$ cat src/pgm_pkg.sv
// constants for the port g/h/j pin function multiplexer
// assumes one 25 mhz clock and pad inputs already synchronous to it
`default_nettype none

package pgm_pkg;

  // ----------------------------------------
  // port widths and implemented bit masks
  // ----------------------------------------
  localparam int         PGM_G_W        = 2;
  localparam int         PGM_H_W        = 7;
  localparam int         PGM_J_W        = 8;
  localparam logic [7:0] PGM_J_MASK     = 8'hcf;
  localparam logic [7:0] PGM_J_WAKE     = 8'hce;

  // ----------------------------------------
  // field positions
  // ----------------------------------------
  localparam int         PGM_H_TXER     = 6;
  localparam int         PGM_H_TXEN     = 5;
  localparam int         PGM_H_TXCLK    = 4;
  localparam int         PGM_J_SCL      = 7;
  localparam int         PGM_J_SDA      = 6;
  localparam int         PGM_J_COL      = 3;
  localparam int         PGM_J_CRS      = 2;
  localparam int         PGM_J_MDIO     = 1;
  localparam int         PGM_J_MDC      = 0;

  // ----------------------------------------
  // reset values
  // ----------------------------------------
  localparam logic [1:0] PGM_G_RST      = 2'h0;
  localparam logic [6:0] PGM_H_RST      = 7'h00;
  localparam logic [7:0] PGM_J_RST      = 8'h00;

endpackage : pgm_pkg

`default_nettype wire

$ cat src/pgm_pin_mux.sv
// pin function multiplexer for ports g (1..0), h (6..0), j (7,6,3..0)
// assumes pad inputs synchronous to clk; tristate resolved outside
`default_nettype none

module pgm_pin_mux
(
  // clock and reset
  input  wire logic                          clk,
  input  wire logic                          rstn,
  // pads
  input  wire logic [pgm_pkg::PGM_G_W-1:0]   pad_g_in,
  output var  logic [pgm_pkg::PGM_G_W-1:0]   pad_g_out,
  output var  logic [pgm_pkg::PGM_G_W-1:0]   pad_g_oe,
  input  wire logic [pgm_pkg::PGM_H_W-1:0]   pad_h_in,
  output var  logic [pgm_pkg::PGM_H_W-1:0]   pad_h_out,
  output var  logic [pgm_pkg::PGM_H_W-1:0]   pad_h_oe,
  input  wire logic [pgm_pkg::PGM_J_W-1:0]   pad_j_in,
  output var  logic [pgm_pkg::PGM_J_W-1:0]   pad_j_out,
  output var  logic [pgm_pkg::PGM_J_W-1:0]   pad_j_oe,
  // gpio control and readback
  input  wire logic [pgm_pkg::PGM_G_W-1:0]   gpio_dir_g,
  input  wire logic [pgm_pkg::PGM_G_W-1:0]   gpio_dat_g,
  output var  logic [pgm_pkg::PGM_G_W-1:0]   gpio_in_g,
  input  wire logic [pgm_pkg::PGM_H_W-1:0]   gpio_dir_h,
  input  wire logic [pgm_pkg::PGM_H_W-1:0]   gpio_dat_h,
  output var  logic [pgm_pkg::PGM_H_W-1:0]   gpio_in_h,
  input  wire logic [pgm_pkg::PGM_J_W-1:0]   gpio_dir_j,
  input  wire logic [pgm_pkg::PGM_J_W-1:0]   gpio_dat_j,
  output var  logic [pgm_pkg::PGM_J_W-1:0]   gpio_in_j,
  // key wakeup: enable, edge polarity (1 rising), clear pulse, flags
  input  wire logic [pgm_pkg::PGM_G_W-1:0]   wake_en_g,
  input  wire logic [pgm_pkg::PGM_H_W-1:0]   wake_en_h,
  input  wire logic [pgm_pkg::PGM_J_W-1:0]   wake_en_j,
  input  wire logic                          wake_pol_g,
  input  wire logic                          wake_pol_h,
  input  wire logic                          wake_pol_j,
  input  wire logic [pgm_pkg::PGM_G_W-1:0]   wake_clr_g,
  input  wire logic [pgm_pkg::PGM_H_W-1:0]   wake_clr_h,
  input  wire logic [pgm_pkg::PGM_J_W-1:0]   wake_clr_j,
  output var  logic [pgm_pkg::PGM_G_W-1:0]   wake_flag_g,
  output var  logic [pgm_pkg::PGM_H_W-1:0]   wake_flag_h,
  output var  logic [pgm_pkg::PGM_J_W-1:0]   wake_flag_j,
  output var  logic                          wake_irq,
  // ethernet mac unit, external mii
  input  wire logic                          mac_mii_en,
  output var  logic [1:0]                    mac_rxd,
  input  wire logic                          mac_tx_er,
  input  wire logic                          mac_tx_en,
  input  wire logic [3:0]                    mac_txd,
  output var  logic                          mac_tx_clk,
  output var  logic                          mac_col,
  output var  logic                          mac_crs,
  input  wire logic                          mac_mdio_out,
  input  wire logic                          mac_mdio_oe,
  output var  logic                          mac_mdio_in,
  input  wire logic                          mac_mdc,
  // two-wire serial unit, open drain: oe high pulls the line low
  input  wire logic                          tw_en,
  input  wire logic                          tw_scl_oe,
  input  wire logic                          tw_sda_oe,
  output var  logic                          tw_scl_in,
  output var  logic                          tw_sda_in
);
  import pgm_pkg::*;

  // ----------------------------------------
  // helpers
  // ----------------------------------------
  function automatic logic [7:0] edge_hit(input logic [7:0] cur, input logic [7:0] prev,
                                          input logic pol);
    edge_hit = pol ? (cur & ~prev) : (~cur & prev);
  endfunction : edge_hit

  logic [PGM_G_W-1:0] g_oe_nxt;
  logic [PGM_G_W-1:0] g_out_nxt;
  logic [PGM_H_W-1:0] h_oe_nxt;
  logic [PGM_H_W-1:0] h_out_nxt;
  logic [PGM_J_W-1:0] j_oe_nxt;
  logic [PGM_J_W-1:0] j_out_nxt;
  logic [7:0]         g_edge;
  logic [7:0]         h_edge;
  logic [7:0]         j_edge;
  logic [PGM_J_W-1:0] j_in;
  logic               wake_arm_r;

  assign j_in = pad_j_in & PGM_J_MASK;

  // ----------------------------------------
  // output and direction selection
  // ----------------------------------------
  always_comb
  begin
    g_oe_nxt  = gpio_dir_g;
    g_out_nxt = gpio_dat_g;
    h_oe_nxt  = gpio_dir_h;
    h_out_nxt = gpio_dat_h;
    j_oe_nxt  = gpio_dir_j & PGM_J_MASK;
    j_out_nxt = gpio_dat_j & PGM_J_MASK;
    if (mac_mii_en)
    begin
      g_oe_nxt  = '0;
      h_oe_nxt[PGM_H_TXER]  = 1'b1;
      h_out_nxt[PGM_H_TXER] = mac_tx_er;
      h_oe_nxt[PGM_H_TXEN]  = 1'b1;
      h_out_nxt[PGM_H_TXEN] = mac_tx_en;
      h_oe_nxt[PGM_H_TXCLK]  = 1'b0;
      h_out_nxt[PGM_H_TXCLK] = 1'b0;
      h_oe_nxt[3:0]  = 4'hf;
      h_out_nxt[3:0] = mac_txd;
      j_oe_nxt[PGM_J_COL]  = 1'b0;
      j_oe_nxt[PGM_J_CRS]  = 1'b0;
      j_oe_nxt[PGM_J_MDIO]  = mac_mdio_oe;
      j_out_nxt[PGM_J_MDIO] = mac_mdio_out;
      j_oe_nxt[PGM_J_MDC]  = 1'b1;
      j_out_nxt[PGM_J_MDC] = mac_mdc;
    end
    if (tw_en)
    begin
      j_oe_nxt[PGM_J_SCL]  = tw_scl_oe;
      j_out_nxt[PGM_J_SCL] = 1'b0;
      j_oe_nxt[PGM_J_SDA]  = tw_sda_oe;
      j_out_nxt[PGM_J_SDA] = 1'b0;
    end
  end

  // ----------------------------------------
  // pad drivers
  // ----------------------------------------
  // drivers off in and after reset
  always_ff @(posedge clk or negedge rstn)
  begin
    if (!rstn)
    begin
      pad_g_oe  <= PGM_G_RST;
      pad_g_out <= PGM_G_RST;
      pad_h_oe  <= PGM_H_RST;
      pad_h_out <= PGM_H_RST;
      pad_j_oe  <= PGM_J_RST;
      pad_j_out <= PGM_J_RST;
    end
    else
    begin
      pad_g_oe  <= g_oe_nxt;
      pad_g_out <= g_out_nxt;
      pad_h_oe  <= h_oe_nxt;
      pad_h_out <= h_out_nxt;
      pad_j_oe  <= j_oe_nxt;
      pad_j_out <= j_out_nxt;
    end
  end

  // ----------------------------------------
  // input capture
  // ----------------------------------------
  // gpio readback stays live in every mode so software can watch mii lines
  always_ff @(posedge clk or negedge rstn)
  begin
    if (!rstn)
    begin
      gpio_in_g <= PGM_G_RST;
      gpio_in_h <= PGM_H_RST;
      gpio_in_j <= PGM_J_RST;
    end
    else
    begin
      gpio_in_g <= pad_g_in;
      gpio_in_h <= pad_h_in;
      gpio_in_j <= j_in;
    end
  end

  // peripheral inputs read zero (scl/sda idle high) while not enabled
  always_ff @(posedge clk or negedge rstn)
  begin
    if (!rstn)
    begin
      mac_rxd     <= 2'h0;
      mac_tx_clk  <= 1'b0;
      mac_col     <= 1'b0;
      mac_crs     <= 1'b0;
      mac_mdio_in <= 1'b0;
      tw_scl_in   <= 1'b1;
      tw_sda_in   <= 1'b1;
    end
    else
    begin
      mac_rxd     <= mac_mii_en ? pad_g_in : 2'h0;
      mac_tx_clk  <= mac_mii_en & pad_h_in[PGM_H_TXCLK];
      mac_col     <= mac_mii_en & pad_j_in[PGM_J_COL];
      mac_crs     <= mac_mii_en & pad_j_in[PGM_J_CRS];
      mac_mdio_in <= mac_mii_en & pad_j_in[PGM_J_MDIO];
      tw_scl_in   <= ~tw_en | pad_j_in[PGM_J_SCL];
      tw_sda_in   <= ~tw_en | pad_j_in[PGM_J_SDA];
    end
  end

  // ----------------------------------------
  // key wakeup
  // ----------------------------------------
  // edges are judged between the live pad and its last registered sample, so a glitch
  // shorter than one clock may be missed; no filtering is done
  assign g_edge = edge_hit({6'h00, pad_g_in}, {6'h00, gpio_in_g}, wake_pol_g)
                  & {8{wake_arm_r}};
  assign h_edge = edge_hit({1'b0, pad_h_in}, {1'b0, gpio_in_h}, wake_pol_h)
                  & {8{wake_arm_r}};
  assign j_edge = edge_hit(j_in, gpio_in_j, wake_pol_j)
                  & {8{wake_arm_r}};

  // no edge is judged on the first clock after reset: the sample register
  // still holds its reset zero, so a pin resting high would look like a rise
  always_ff @(posedge clk or negedge rstn)
  begin
    if (!rstn)
      wake_arm_r <= 1'b0;
    else
      wake_arm_r <= 1'b1;
  end

  // sticky wakeup flags, set wins over clear
  // each flag fed by its own port bit, except j5, j4 and j0, which are never set
  always_ff @(posedge clk or negedge rstn)
  begin
    if (!rstn)
    begin
      wake_flag_g <= PGM_G_RST;
      wake_flag_h <= PGM_H_RST;
      wake_flag_j <= PGM_J_RST;
    end
    else
    begin
      wake_flag_g <= (wake_flag_g & ~wake_clr_g) | (g_edge[PGM_G_W-1:0] & wake_en_g);
      wake_flag_h <= (wake_flag_h & ~wake_clr_h) | (h_edge[PGM_H_W-1:0] & wake_en_h);
      wake_flag_j <= (wake_flag_j & ~wake_clr_j) | (j_edge & wake_en_j & PGM_J_WAKE);
    end
  end

  always_ff @(posedge clk or negedge rstn)
  begin
    if (!rstn)
      wake_irq <= 1'b0;
    else
      wake_irq <= (|wake_flag_g) | (|wake_flag_h) | (|wake_flag_j);
  end

endmodule : pgm_pin_mux

`default_nettype wire

$ cat config.mk
export PLATFORM = sky130hd
export DESIGN_NAME = pgm_pin_mux
export DESIGN_NICKNAME = d
export VERILOG_FILES = /design/src/pgm_pkg.sv /design/src/pgm_pin_mux.sv
export SDC_FILE = /design/constraint.sdc
export NUM_CORES = 1
export LEC_CHECK = 0
export BUFFER_PORTS_ARGS = -buffer_cell sky130_fd_sc_hd__clkbuf_2
export CAP_MARGIN = 20
export CORE_UTILIZATION = 38
export CTS_BUF_LIST = sky130_fd_sc_hd__clkbuf_4 sky130_fd_sc_hd__clkbuf_8
export DETAILED_ROUTE_END_ITERATION = 12
export PLACE_DENSITY = 0.77
export SYNTH_ARGS = -nofsm -noshare
export SYNTH_HDL_FRONTEND = slang
export SYNTH_SLANG_ARGS = --single-unit
$ cat constraint.sdc
create_clock -name clk -period 1.3 [get_ports clk]
set_input_delay 0.26 -clock clk [delete_from_list [all_inputs] [get_ports clk]]
set_output_delay 0.26 -clock clk [all_outputs]
set_load 0.01 [all_outputs]
=== After elaboration in Yosys (flattened, before gate mapping) ===
Cells that the tools add are included.

* Bits of input ports: 103
* Logic and storage cells: 71
* Output and inout bits: 77
* Register bits: 72

* Muxes and demuxes: 11
* Reduce and logical (&&, ||, !) cells: 3
* Bitwise operators: 36

{| class="wikitable"
|+ Operators by type and width
! operator !! count
|-
| $and 8x8->8 || 5
|-
| $and 7x7->7 || 5
|-
| $not 8->8 || 3
|-
| $mux 7 || 3
|-
| $not 7->7 || 3
|-
| $mux 2 || 6
|-
| $and 2x2->2 || 5
|-
| $mux 8 || 1
|-
| $or 8x8->8 || 1
|-
| $reduce_or 8->1 || 1
|-
| $or 7x7->7 || 1
|-
| $reduce_or 7->1 || 1
|-
| $not 2->2 || 3
|-
| $and 1x1->1 || 4
|-
| $mux 4 || 1
|-
| $or 1x1->1 || 4
|-
| $or 2x2->2 || 1
|-
| $reduce_or 2->1 || 1
|-
| $not 1->1 || 1
|}

=== Logic depth before layout (Yosys ltp) ===
Gate-level depths: netlist (run 1).

* Word-level depth: 6
* Mapped depth: 4
* Depth with buffers taken out: 3

=== Worst setup path before layout (run 1) ===
No wires, ideal clock.

* Path type: reg2reg
* Start: register wake_flag_h[0] (netlist name)
* End: register wake_irq
* Path buffers: 0
* Required time: 1.161 ns
* Stages on the path, launching flop included: 4
* Library setup time: 0.139 ns
* Period minus slack after synthesis: 1.285 ns
* Arrival time: 1.147 ns
* Setup slack: 0.015 ns
* Cells stage by stage: dfrtp_1 -> nor4_1 -> nand4_1 -> or4_1

* Longest elaborated chain between the ends: 3

{| class="wikitable"
|+ RTL lines
! what !! RTL line !! source
|-
| start, declared || pgm_pin_mux.sv:41 || <nowiki>output var logic [pgm_pkg::PGM_H_W-1:0] wake_flag_h,</nowiki>
|-
| start signal, assigned || pgm_pin_mux.sv:232 || <nowiki>wake_flag_h <= (wake_flag_h & ~wake_clr_h) | (h_edge[PGM_H_W-1:0] & wake_en_h);</nowiki>
|-
| $reduce_or 7->1 || pgm_pin_mux.sv:242 || <nowiki>wake_irq <= (|wake_flag_g) | (|wake_flag_h) | (|wake_flag_j);</nowiki>
|-
| $or 1x1->1 (2 in series) || pgm_pin_mux.sv:242 ||
|-
| end signal, assigned || pgm_pin_mux.sv:242 ||
|-
| end, declared || pgm_pin_mux.sv:43 || <nowiki>output var logic wake_irq,</nowiki>
|}

Every way passes these cells.

=== Worst setup path after layout (run 1) ===
* Start: register wake_flag_h[2] (netlist name)
* End: register wake_irq

Same word-level chain as after synthesis.

==> reports/qor.csv, run 1 <==
stage;metric;value;unit
synthesis;Post-Synth Adder-Cell Area;0;%
place;GP Congestion;0.7590;
floorplanning;core box area;6531;um2
synthesis;synth cell count leaders;70 x dfrtp_1, 14 x inv_1, 14 x nand2_1, 14 x nor2b_1, 14 x o22ai_1;
power;Flop pwr share;52.0;%
worst_setup_path;WP data required;1.50;ns
timing;final slew viol count;0;
power;Comb pwr share;13.5;%
floorplanning;Initial Utilization;40.36;%
synthesis;Post-Syn Instances;202;
power;VDD IR max;0.0007760;V
power;Pint;3.572;mW
cells_and_area;Antenna Cells;0;
worst_setup_path;Setup CP Type;reg2reg;
power;Cell Pwr Density;1224;nW/um2
run_status;outcome;finished, violations left;
worst_setup_path;Largest stage delay, worst path;0.42;ns
synthesis;top cell type's share of synthesized area;66.45;%
synthesis;top cells by area, synth;dfrtp_1 66%, mux2_2 4.7%, a32o_1 4.2%;
timing;Slew @ Worst Pin;0.5329;ns
timing;Worst Hold Slack;0.04199;ns
grt;first-pass GRT wire length;9466;um
synthesis;#FFs+latches synth;72;
cells_and_area;share of layout cells above drive strength 1;55.15;%
synthesis;asr flop ratio synth;100.0;%
drt;drt drc;0;
grt;GRT Residual Overflow;0;
timing;min cycle time layout;1.362;ns
clock_tree;Clk Latency, worst-skew pair;0.33;ns
worst_setup_path;Critical Path, Cell by Cell;nor4_2 > nand4_1 > or4_1;
clock_tree;Inserted Clock Buffers;9;
power;Lkg Pwr;2.052;nW
floorplanning;Vert. Die Dim;85.29;um
drt;1st-iter DRT viols;31;
worst_setup_path;Slowest-stage cell, CP;or4_1;
run;max-cap violations;0;
cells_and_area;Non-Filler Instances;465;
power;NetSw;1.105;mW
timing;setup repair after global routing missed its margin;true;
timing;Max-Slew Margin vs Limit;64.47;%
worst_hold_path;HP Class;in2reg;
synthesis;leading area contributor after synthesis;dfrtp_1;
timing;Final Hold Vio Count;0;
synthesis;post-synthesis xor/xnor area fraction;0;%
clock_tree;clk sink count;72;
grt;total track usage;17.37;%
worst_setup_path;reg2reg setup slack;-0.06;ns
cells_and_area;Layout area overhead;44.99;%
synthesis;main combinational cell family by area after synthesis;simple AND/OR/NAND/NOR gates;
clock_tree;H-tree depth;3;
timing;worst setup margin;-0.06232;ns
synthesis;mapped cell area;2636;um2
drt;wire length per cell;13.15;um
floorplanning;row count;29;
power;clock share of power;34.5;%
timing;clock skew;0.01199;ns
grt;initial antenna violation count;0;
worst_setup_path;Critical Path AT;1.56;ns
synthesis;mux contribution to synthesized area;4.699;%
synthesis;library cells used by synthesis;21;
drt;Vias/cell;4.619;
power;switching share of total power;23.62;%
synthesis;Post-Synth Simple-Gate Area;13.72;%
run_status;failing checks;setup timing;
clock_tree;CTS tree;yes;
place;port bufs;164;
place;placed insts;448;
grt;largest net degree at the start of global routing;73;
worst_setup_path;Crit. End Element;flop;
synthesis;Seq/Total Area, Yosys;68.44;%
floorplanning;DIE AREA;7274;um2
worst_setup_path;type of origin of the critical path;flop;
synthesis;Mapped Avg Cell Area;13.05;um2
place;Post-DP HPWL;4803;um
floorplanning;Ports;180;
clock_tree;clk slew on worst S/H paths;0.07;ns
synthesis;number of synthesized flops with an enable pin;0;
drt;Total Routed Length;6115;um
worst_setup_path;CP max FO;3;
timing;period utilisation layout;104.8;%
floorplanning;Die X-Extent;85.29;um
timing;final setup vio count;1;
clock_tree;clock root cell;clkbuf_8;
grt;vias in the first global route;2076;
timing;f_max;734.0;MHz
synthesis;Synth Area in Compound Gates;8.068;%
drt;Vias;2148;
synthesis;count leader, synth;dfrtp_1;
clock_tree;clk buf depth;2;
drt;ANT nets after route;0;
drt;drt first pass iters;6;
synthesis;ys flop type;dfrtp_1;
timing;Setup Total Neg Slack;-0.06232;ns
synthesis;Synth Warn #;0;
cells_and_area;Net count, final;486;
[through the flow]
stage / cell area (um2) / setup WS (ns) / util (%) / total power [mW]
2_1_floorplan: 2655 / 0.01479 / - / 2.722
4_1_cts: 3812 / -0.07224 / 58.37 / 4.753
6_report: 3822 / -0.06232 / 58.52 / 4.677
5_1_grt: 3822 / -0.1275 / 58.52 / 4.929
3_3_place_gp: 3603 / -0.07892 / 55.17 / 3.080
3_5_place_dp: 3603 / -0.1191 / 55.17 / 3.107
[routing by layer]
metal	up-vias	part of all wire, %	track usage [%]
li1	1032	-	-
met1	1004	40	19.55
met2	105	51	30.28
met3	7	7.8	5.837
met4	0	0.74	7.273
met5	-	0	0
[cells in the final DEF, fill, tap and decap left out, drive strengths merged]
cell type	n
or2	7
o22ai	14
mux2	11
and2	6
nor2	1
buf	14
clkbuf	177
inv	14
nand2b	13
or4	1
clkinv	1
nor4	3
nor2b	14
nand4	1
dlygate4sd3	1
dfrtp	70
nor3b	3
a21oi	3
conb	7
dfstp	2
a32o	11
nand2	14
[kinds of logic (layout without fill, tap and decap cells)]
logic type / count (synthesis) / in the layout
compound gates: 28 / 28
buf+inv: 26 / 207
flops: 72 / 72
mux: 11 / 11
other cells: 2 / 7
simple gates: 63 / 63
[sequential cells by signal, summed over array words and instances (netlist names), 6 cells and up]
register     flops
pad_h_out        7
wake_flag_h      7
pad_j_out        6
gpio_in_h        7
pad_j_oe         6
pad_h_oe         7
wake_flag_j      8
gpio_in_j        6
[power by group through the flow]
stage	clock [mW]	sequential, mW	combinational, mW
final	1.61	2.43	0.630
after floorplan	0	2.53	0.191
after global routing	1.79	2.44	0.695
after global placement	0	2.46	0.616
after detailed placement	0	2.47	0.632
after CTS	1.68	2.43	0.638
[worst max-delay path: cells and delay by family (launching register included)]
family	cells	cell delay [ns]
DFF	1	0.40
and+or+nand+nor	3	0.83
[worst paths after layout]
| path | start | to | cells past startpoint |
|---|---|---|---|
| min in group asynchronous | rstn | pad_j_out[6] | 3 |
| min | gpio_dat_g[1] | pad_g_out[1] | 1 |
| max in group asynchronous | rstn | tw_scl_in | 3 |
| max reg2reg | wake_flag_h[2] | wake_irq | 3 |
| min reg2reg | wake_flag_g[1] | wake_irq | 1 |
| max | wake_flag_h[2] | wake_irq | 3 |
[repair_timing]
action | CTS | global route
gates cloned | 0 | 0
setup buffers | 0 | 0
pin swaps | 0 | 3
hold buffers | 1 | 0
hold endpoints to repair | 70 | 0
resized for setup | 2 | 3
setup endpoints to repair | 1 | 2
[cell type report]
cell class	instances	area (um2)
Sequential cell	72	1804
Fill cell	548	2709
Inverter	14	52.55
Timing Repair Buffer	177	945.9
Multi-Input combinational cell	109	737.0
Tap cell	77	96.34
Clock inverter	1	5.005
Clock buffer	15	181.4
Note: power is estimated with default switching activity, not from simulation.
==> run 2: changes to the inputs <==
--- a/config.mk
+++ b/config.mk
@@ -10,7 +10,9 @@
 export CORE_UTILIZATION = 38
 export CTS_BUF_LIST = sky130_fd_sc_hd__clkbuf_4 sky130_fd_sc_hd__clkbuf_8
 export DETAILED_ROUTE_END_ITERATION = 12
+export HOLD_SLACK_MARGIN = 0.03
 export PLACE_DENSITY = 0.77
+export SETUP_SLACK_MARGIN = 0.15
 export SYNTH_ARGS = -nofsm -noshare
 export SYNTH_HDL_FRONTEND = slang
 export SYNTH_SLANG_ARGS = --single-unit
==> reports/qor.csv, run 2 (synthesis gave the netlist of run 1 again) <==
stage;metric;value;unit;change
power;clock share of power;34.1;%;-0.4 points
clock_tree;CTS tree;yes;;
grt;largest net degree at the start of global routing;73;;unchanged
grt;total track usage;18.17;%;+0.80 points
clock_tree;clk sink count;72;;unchanged
timing;Slew @ Worst Pin;0.5200;ns;-0.01295 ns
timing;final slew viol count;0;;unchanged
drt;wire length per cell;13.51;um;+2.7%
grt;initial antenna violation count;0;;unchanged
place;Post-DP HPWL;4816;um;+0.26%
clock_tree;clk buf depth;2;;unchanged
floorplanning;row count;29;;unchanged
clock_tree;H-tree depth;3;;unchanged
drt;ANT nets after route;0;;unchanged
cells_and_area;end-of-flow core utilization;61.61;%;+3.1 points
timing;setup repair after global routing missed its margin;true;;
cells_and_area;max reg flops;8;;unchanged
timing;min cycle time layout;1.357;ns;-0.005002 ns
worst_setup_path;Critical Path AT;1.56;ns;about the same
timing;worst setup margin;-0.05732;ns;+0.005002 ns
power;Comb pwr share;14.6;%;+1.1 points
clock_tree;clock root cell;clkbuf_8;;
clock_tree;Clk Latency, worst-skew pair;0.33;ns;about the same
timing;period utilisation layout;104.4;%;-0.38 points
worst_setup_path;Worst Setup SP;wake_flag_h[2];;
drt;Vias/cell;4.601;;-0.40%
worst_setup_path;CP delay by family, top;simple AND/OR/NAND/NOR gates;;
cells_and_area;Non-Filler Instances;476;;+2.4%
worst_setup_path;Largest stage delay, worst path;0.42;ns;about the same
worst_hold_path;HP Class;in2reg;;
power;switching share of total power;23.65;%;+0.029 points
floorplanning;Die X-Extent;85.29;um;unchanged
cells_and_area;Largest Register;wake_flag_j;;
power;Lkg Pwr;2.136;nW;+4.1%
cells_and_area;Net count, final;497;;+2.3%
worst_setup_path;WP data required;1.50;ns;about the same
cells_and_area;final instance area;4024;um2;+5.3%
floorplanning;Initial Utilization;40.36;%;unchanged
clock_tree;clk slew on worst S/H paths;0.07;ns;about the same
place;DP Area;3603;um2;unchanged
drt;Vias;2190;;+2.0%
power;Flop pwr share;51.3;%;-0.7 points
grt;GRT Residual Overflow;0;;unchanged
worst_setup_path;Buffers & Inverters on Critical Path;0;;unchanged
timing;Final Hold Vio Count;0;;unchanged
cells_and_area;leading cell type in the layout, fill and taps excluded;clkbuf_2;;
timing;final setup vio count;1;;unchanged
worst_setup_path;Slowest-stage cell, CP;or4_1;;
worst_setup_path;FF-to-FF Start;wake_flag_h[2];;
worst_setup_path;type of origin of the critical path;flop;;
drt;1st-iter DRT viols;36;;+16%
timing;Setup Total Neg Slack;-0.05732;ns;+0.005002 ns
run_status;failing checks;setup timing;;
cells_and_area;share of layout cells above drive strength 1;55.64;%;+0.48 points
worst_hold_path;hold_sp;gpio_dat_g[0];;
timing;f_max;736.7;MHz;+0.37%
floorplanning;Ports;180;;unchanged
power;overall power;4.747;mW;+1.5%
power;Cell Pwr Density;1180;nW/um2;-3.6%
power;NetSw;1.123;mW;+1.6%
floorplanning;Vert. Die Dim;85.29;um;unchanged
place;port bufs;164;;unchanged
grt;first-pass GRT wire length;9867;um;+4.2%
cells_and_area;Antenna Cells;0;;unchanged
cells_and_area;Reg area;1804;um2;unchanged
place;GP Congestion;0.7590;;unchanged
power;VDD IR max;0.0007531;V;-3.0%
timing;clock skew;0.006276;ns;-0.005712 ns
grt;vias in the first global route;2122;;+2.2%
drt;drt drc;0;;unchanged
run_status;outcome;finished, violations left;;
cells_and_area;fill cell count;550;;+0.36%
floorplanning;core box area;6531;um2;unchanged
clock_tree;Inserted Clock Buffers;9;;unchanged
cells_and_area;Layout area overhead;52.63;%;
worst_setup_path;CP max FO;3;;unchanged
cells_and_area;multi-input logic area;737.0;um2;unchanged
place;placed insts;448;;unchanged
timing;Max-Slew Margin vs Limit;65.34;%;+0.86 points
drt;Total Routed Length;6430;um;+5.2%
cells_and_area;commonest non-fill, non-tap cells in the layout;148 x clkbuf_2, 70 x dfrtp_1, 20 x buf_6;;
worst_setup_path;Critical Path, Cell by Cell;nor4_2 > nand4_1 > or4_1;;
drt;drt first pass iters;4;;-2
power;Pint;3.624;mW;+1.5%
worst_setup_path;Setup CP Type;reg2reg;;
run;max-cap violations;0;;unchanged
worst_setup_path;Crit. End Element;flop;;
floorplanning;DIE AREA;7274;um2;unchanged
-- run 2: changes by cell type in the layout (fill, tap and decap cells not counted), sizes merged --
cell	before	now
buf	14	35
clkbuf	177	164
dlygate4sd3	1	4
-- run 2: cell type report --
| type | instances | share of cell area, % |
|---|---|---|
| clock buffers | 15 | 4.509 |
| clock inverters | 1 | 0.1244 |
| inverters | 14 | 1.306 |
| multi-input cells | 109 | 18.31 |
| flip-flops and latches | 72 | 44.84 |
| well taps | 77 | 2.394 |
| repair buffers | 188 | 28.51 |
-- run 2: what timing repair did --
action | in CTS | in global routing
hold buffers | 4 | 0
hold endpoints to repair | 73 | 0
pin swaps | 1 | 3
setup endpoints to repair | 16 | 33
setup buffers | 3 | 5
gates cloned | 0 | 0
resized for setup | 10 | 28
-- run 2: per-layer routing --
layer	wire [um]	vias up	track usage, %
li1	-	1057	-
met1	2506	1022	20.06
met2	3352	103	31.96
met3	499	8	7.101
met4	71	0	6.364
met5	0	-	0
-- run 2: power groups by stage --
stage / Sequential, mW / Clock (mW) / Combinational (mW)
final: 2.44 / 1.62 / 0.694
after CTS: 2.44 / 1.68 / 0.667
after global routing: 2.45 / 1.79 / 0.763
after global placement: 2.46 / 0 / 0.616
after floorplan: 2.53 / 0 / 0.191
after detailed placement: 2.47 / 0 / 0.633
-- run 2: final timing paths --
kind	end	slack, ns	cells past startpoint
min reg2reg	wake_irq	0.51	1
max reg2reg	wake_irq	-0.06	3
min	pad_g_out[0]	0.05	1
min in group asynchronous	pad_j_out[6]	0.49	3
max in group asynchronous	tw_scl_in	0.51	3
max	wake_irq	-0.06	3
-- run 2: metrics by stage --
| stage | worst slack (ns) | hold slack, ns |
|---|---|---|
| after floorplan | 0.01479 | -0.03559 |
| after detailed placement | -0.1191 | 0.3015 |
| after global routing | -0.1196 | 0.03099 |
| final | -0.05732 | 0.05066 |
| after global placement | -0.07893 | 0.2933 |
| after CTS | -0.07102 | 0.03738 |
==> run 3: changes to the inputs <==
--- a/config.mk
+++ b/config.mk
@@ -7,6 +7,7 @@
 export LEC_CHECK = 0
 export BUFFER_PORTS_ARGS = -buffer_cell sky130_fd_sc_hd__clkbuf_2
 export CAP_MARGIN = 20
+export CORE_ASPECT_RATIO = 1.2
 export CORE_UTILIZATION = 38
 export CTS_BUF_LIST = sky130_fd_sc_hd__clkbuf_4 sky130_fd_sc_hd__clkbuf_8
 export DETAILED_ROUTE_END_ITERATION = 12
==> reports/qor.csv, run 3 (synthesis gave the netlist of run 1 again) <==
stage;metric;value;unit;change
clock_tree;clk slew on worst S/H paths;0.07;ns;about the same
clock_tree;Clk Latency, worst-skew pair;0.33;ns;about the same
floorplanning;DIE AREA;7276;um2;about the same
run_status;outcome;finished, violations left;;
timing;final slew viol count;0;;unchanged
drt;1st-iter DRT viols;77;;+110%
grt;largest net degree at the start of global routing;73;;unchanged
worst_setup_path;WP data required;1.50;ns;about the same
power;overall power;4.795;mW;+1.0%
grt;first-pass GRT wire length;10140;um;+2.8%
drt;wire length per cell;13.67;um;+1.2%
clock_tree;clock root cell;clkbuf_8;;
drt;drt drc;0;;unchanged
clock_tree;clk buf depth;2;;unchanged
clock_tree;clk sink count;72;;unchanged
floorplanning;row count;32;;+10%
worst_setup_path;CP max FO;2;;-1
drt;Total Routed Length;6698;um;+4.2%
power;Lkg Pwr;2.168;nW;+1.5%
timing;f_max;765.3;MHz;+3.9%
cells_and_area;final instance area;4099;um2;+1.9%
timing;setup repair after global routing missed its margin;true;;
timing;worst setup margin;-0.006729;ns;+0.05059 ns
cells_and_area;Net count, final;503;;+1.2%
floorplanning;Ports;180;;unchanged
worst_setup_path;Setup CP Type;reg2reg;;
drt;drt first pass iters;4;;unchanged
floorplanning;core box area;6566;um2;+0.54%
grt;GRT Residual Overflow;0;;unchanged
cells_and_area;commonest non-fill, non-tap cells in the layout;136 x clkbuf_2, 70 x dfrtp_1, 21 x buf_6;;
cells_and_area;max reg flops;8;;unchanged
place;DP Area;3621;um2;+0.49%
run_status;failing checks;setup timing;;
grt;total track usage;18.70;%;+0.54 points
drt;Vias;2263;;+3.3%
clock_tree;Inserted Clock Buffers;9;;unchanged
place;Post-DP HPWL;4925;um;+2.3%
worst_setup_path;Critical Path AT;1.51;ns;-0.05 ns
timing;min cycle time layout;1.307;ns;-0.05059 ns
floorplanning;Die X-Extent;78.04;um;-8.5%
grt;vias in the first global route;2231;;+5.1%
timing;Final Hold Vio Count;0;;unchanged
clock_tree;H-tree depth;3;;unchanged
timing;clock skew;0.01066;ns;+0.004380 ns
place;GP Congestion;0.8458;;+11%
power;VDD IR max;0.0007332;V;-2.6%
floorplanning;Vert. Die Dim;93.24;um;+9.3%
worst_setup_path;Crit. End Element;flop;;
worst_setup_path;type of origin of the critical path;flop;;
cells_and_area;leading cell type in the layout, fill and taps excluded;clkbuf_2;;
drt;Vias/cell;4.618;;+0.38%
worst_hold_path;HP Class;in2reg;;
cells_and_area;share of layout cells above drive strength 1;55.80;%;+0.16 points
drt;ANT nets after route;0;;unchanged
cells_and_area;Largest Register;wake_flag_j;;
cells_and_area;Antenna Cells;0;;unchanged
place;port bufs;164;;unchanged
timing;final setup vio count;1;;unchanged
grt;initial antenna violation count;0;;unchanged
power;Cell Pwr Density;1170;nW/um2;-0.83%
timing;period utilisation layout;100.5;%;-3.9 points
run;max-cap violations;0;;unchanged
cells_and_area;Layout area overhead;55.48;%;
clock_tree;CTS tree;yes;;
floorplanning;Initial Utilization;40.15;%;-0.22 points
## run 3: stage by stage
step	hold slack (ns)	setup WS, ns	util (%)	cells	setup TNS (ns)
after detailed placement	0.2998	-0.05927	55.14	457	-0.05927
after floorplan	-0.03559	0.01479	-	207	0
final	0.05808	-0.006729	62.42	490	-0.006729
after global placement	0.2964	-0.06786	55.14	457	-0.06786
after global routing	0.03894	-0.08339	62.42	490	-0.08339
after CTS	0.04213	-0.02130	60.18	481	-0.02130
## run 3: report_power, final
| group | internal, mW | switching, mW |
|---|---|---|
| Clock | 0.883 | 0.762 |
| Sequential | 2.37 | 0.0660 |
| Combinational | 0.390 | 0.328 |
## run 3: what timing repair did
item,4_1_cts,5_1_grt
resized for setup,13,41
hold endpoints to repair,75,0
endpoints found under the setup margin,16,34
buffers inserted,2,9
pin swaps,2,1
hold buffers,6,0
## run 3: cell type report
type                       instances  area, um2
multi-input combinational        109      737.0
clock inverter                     1      5.005
tap                               85      106.4
timing repair buffer             194       1212
sequential                        72       1804
clock buffer                      15      181.4
fill                             528       2467
inverter                          14      52.55
## run 3: worst max-delay path: stages, from the launching register on
cell and delay, ns:
dfrtp_1 0.39, nor4_1 0.29, nand4_1 0.11, or4_1 0.40
## run 3: path summary, 6_finish.rpt
path,startpoint,end,slack [ns],cells after the start
setup / recovery,wake_flag_h[0],wake_irq,-0.007,3
max in group asynchronous,rstn,tw_scl_in,0.47,3
min in group asynchronous,rstn,gpio_in_h[0],0.45,3
hold reg to reg,wake_flag_h[6],wake_irq,0.52,1
hold / removal,pad_h_in[0],gpio_in_h[0],0.06,1
setup reg to reg,wake_flag_h[0],wake_irq,-0.007,3
## run 3: routing by layer
| layer | wire length [um] | part of all wire, % | vias to the layer above | GRT usage, % |
|---|---|---|---|---|
| met5 | 0 | 0 | - | 0 |
| met4 | 113 | 1.7 | 0 | 7.716 |
| met3 | 473 | 7.1 | 13 | 5.951 |
| met2 | 3627 | 54 | 106 | 34.14 |
| met1 | 2483 | 37 | 1081 | 19.79 |
| li1 | - | - | 1063 | - |
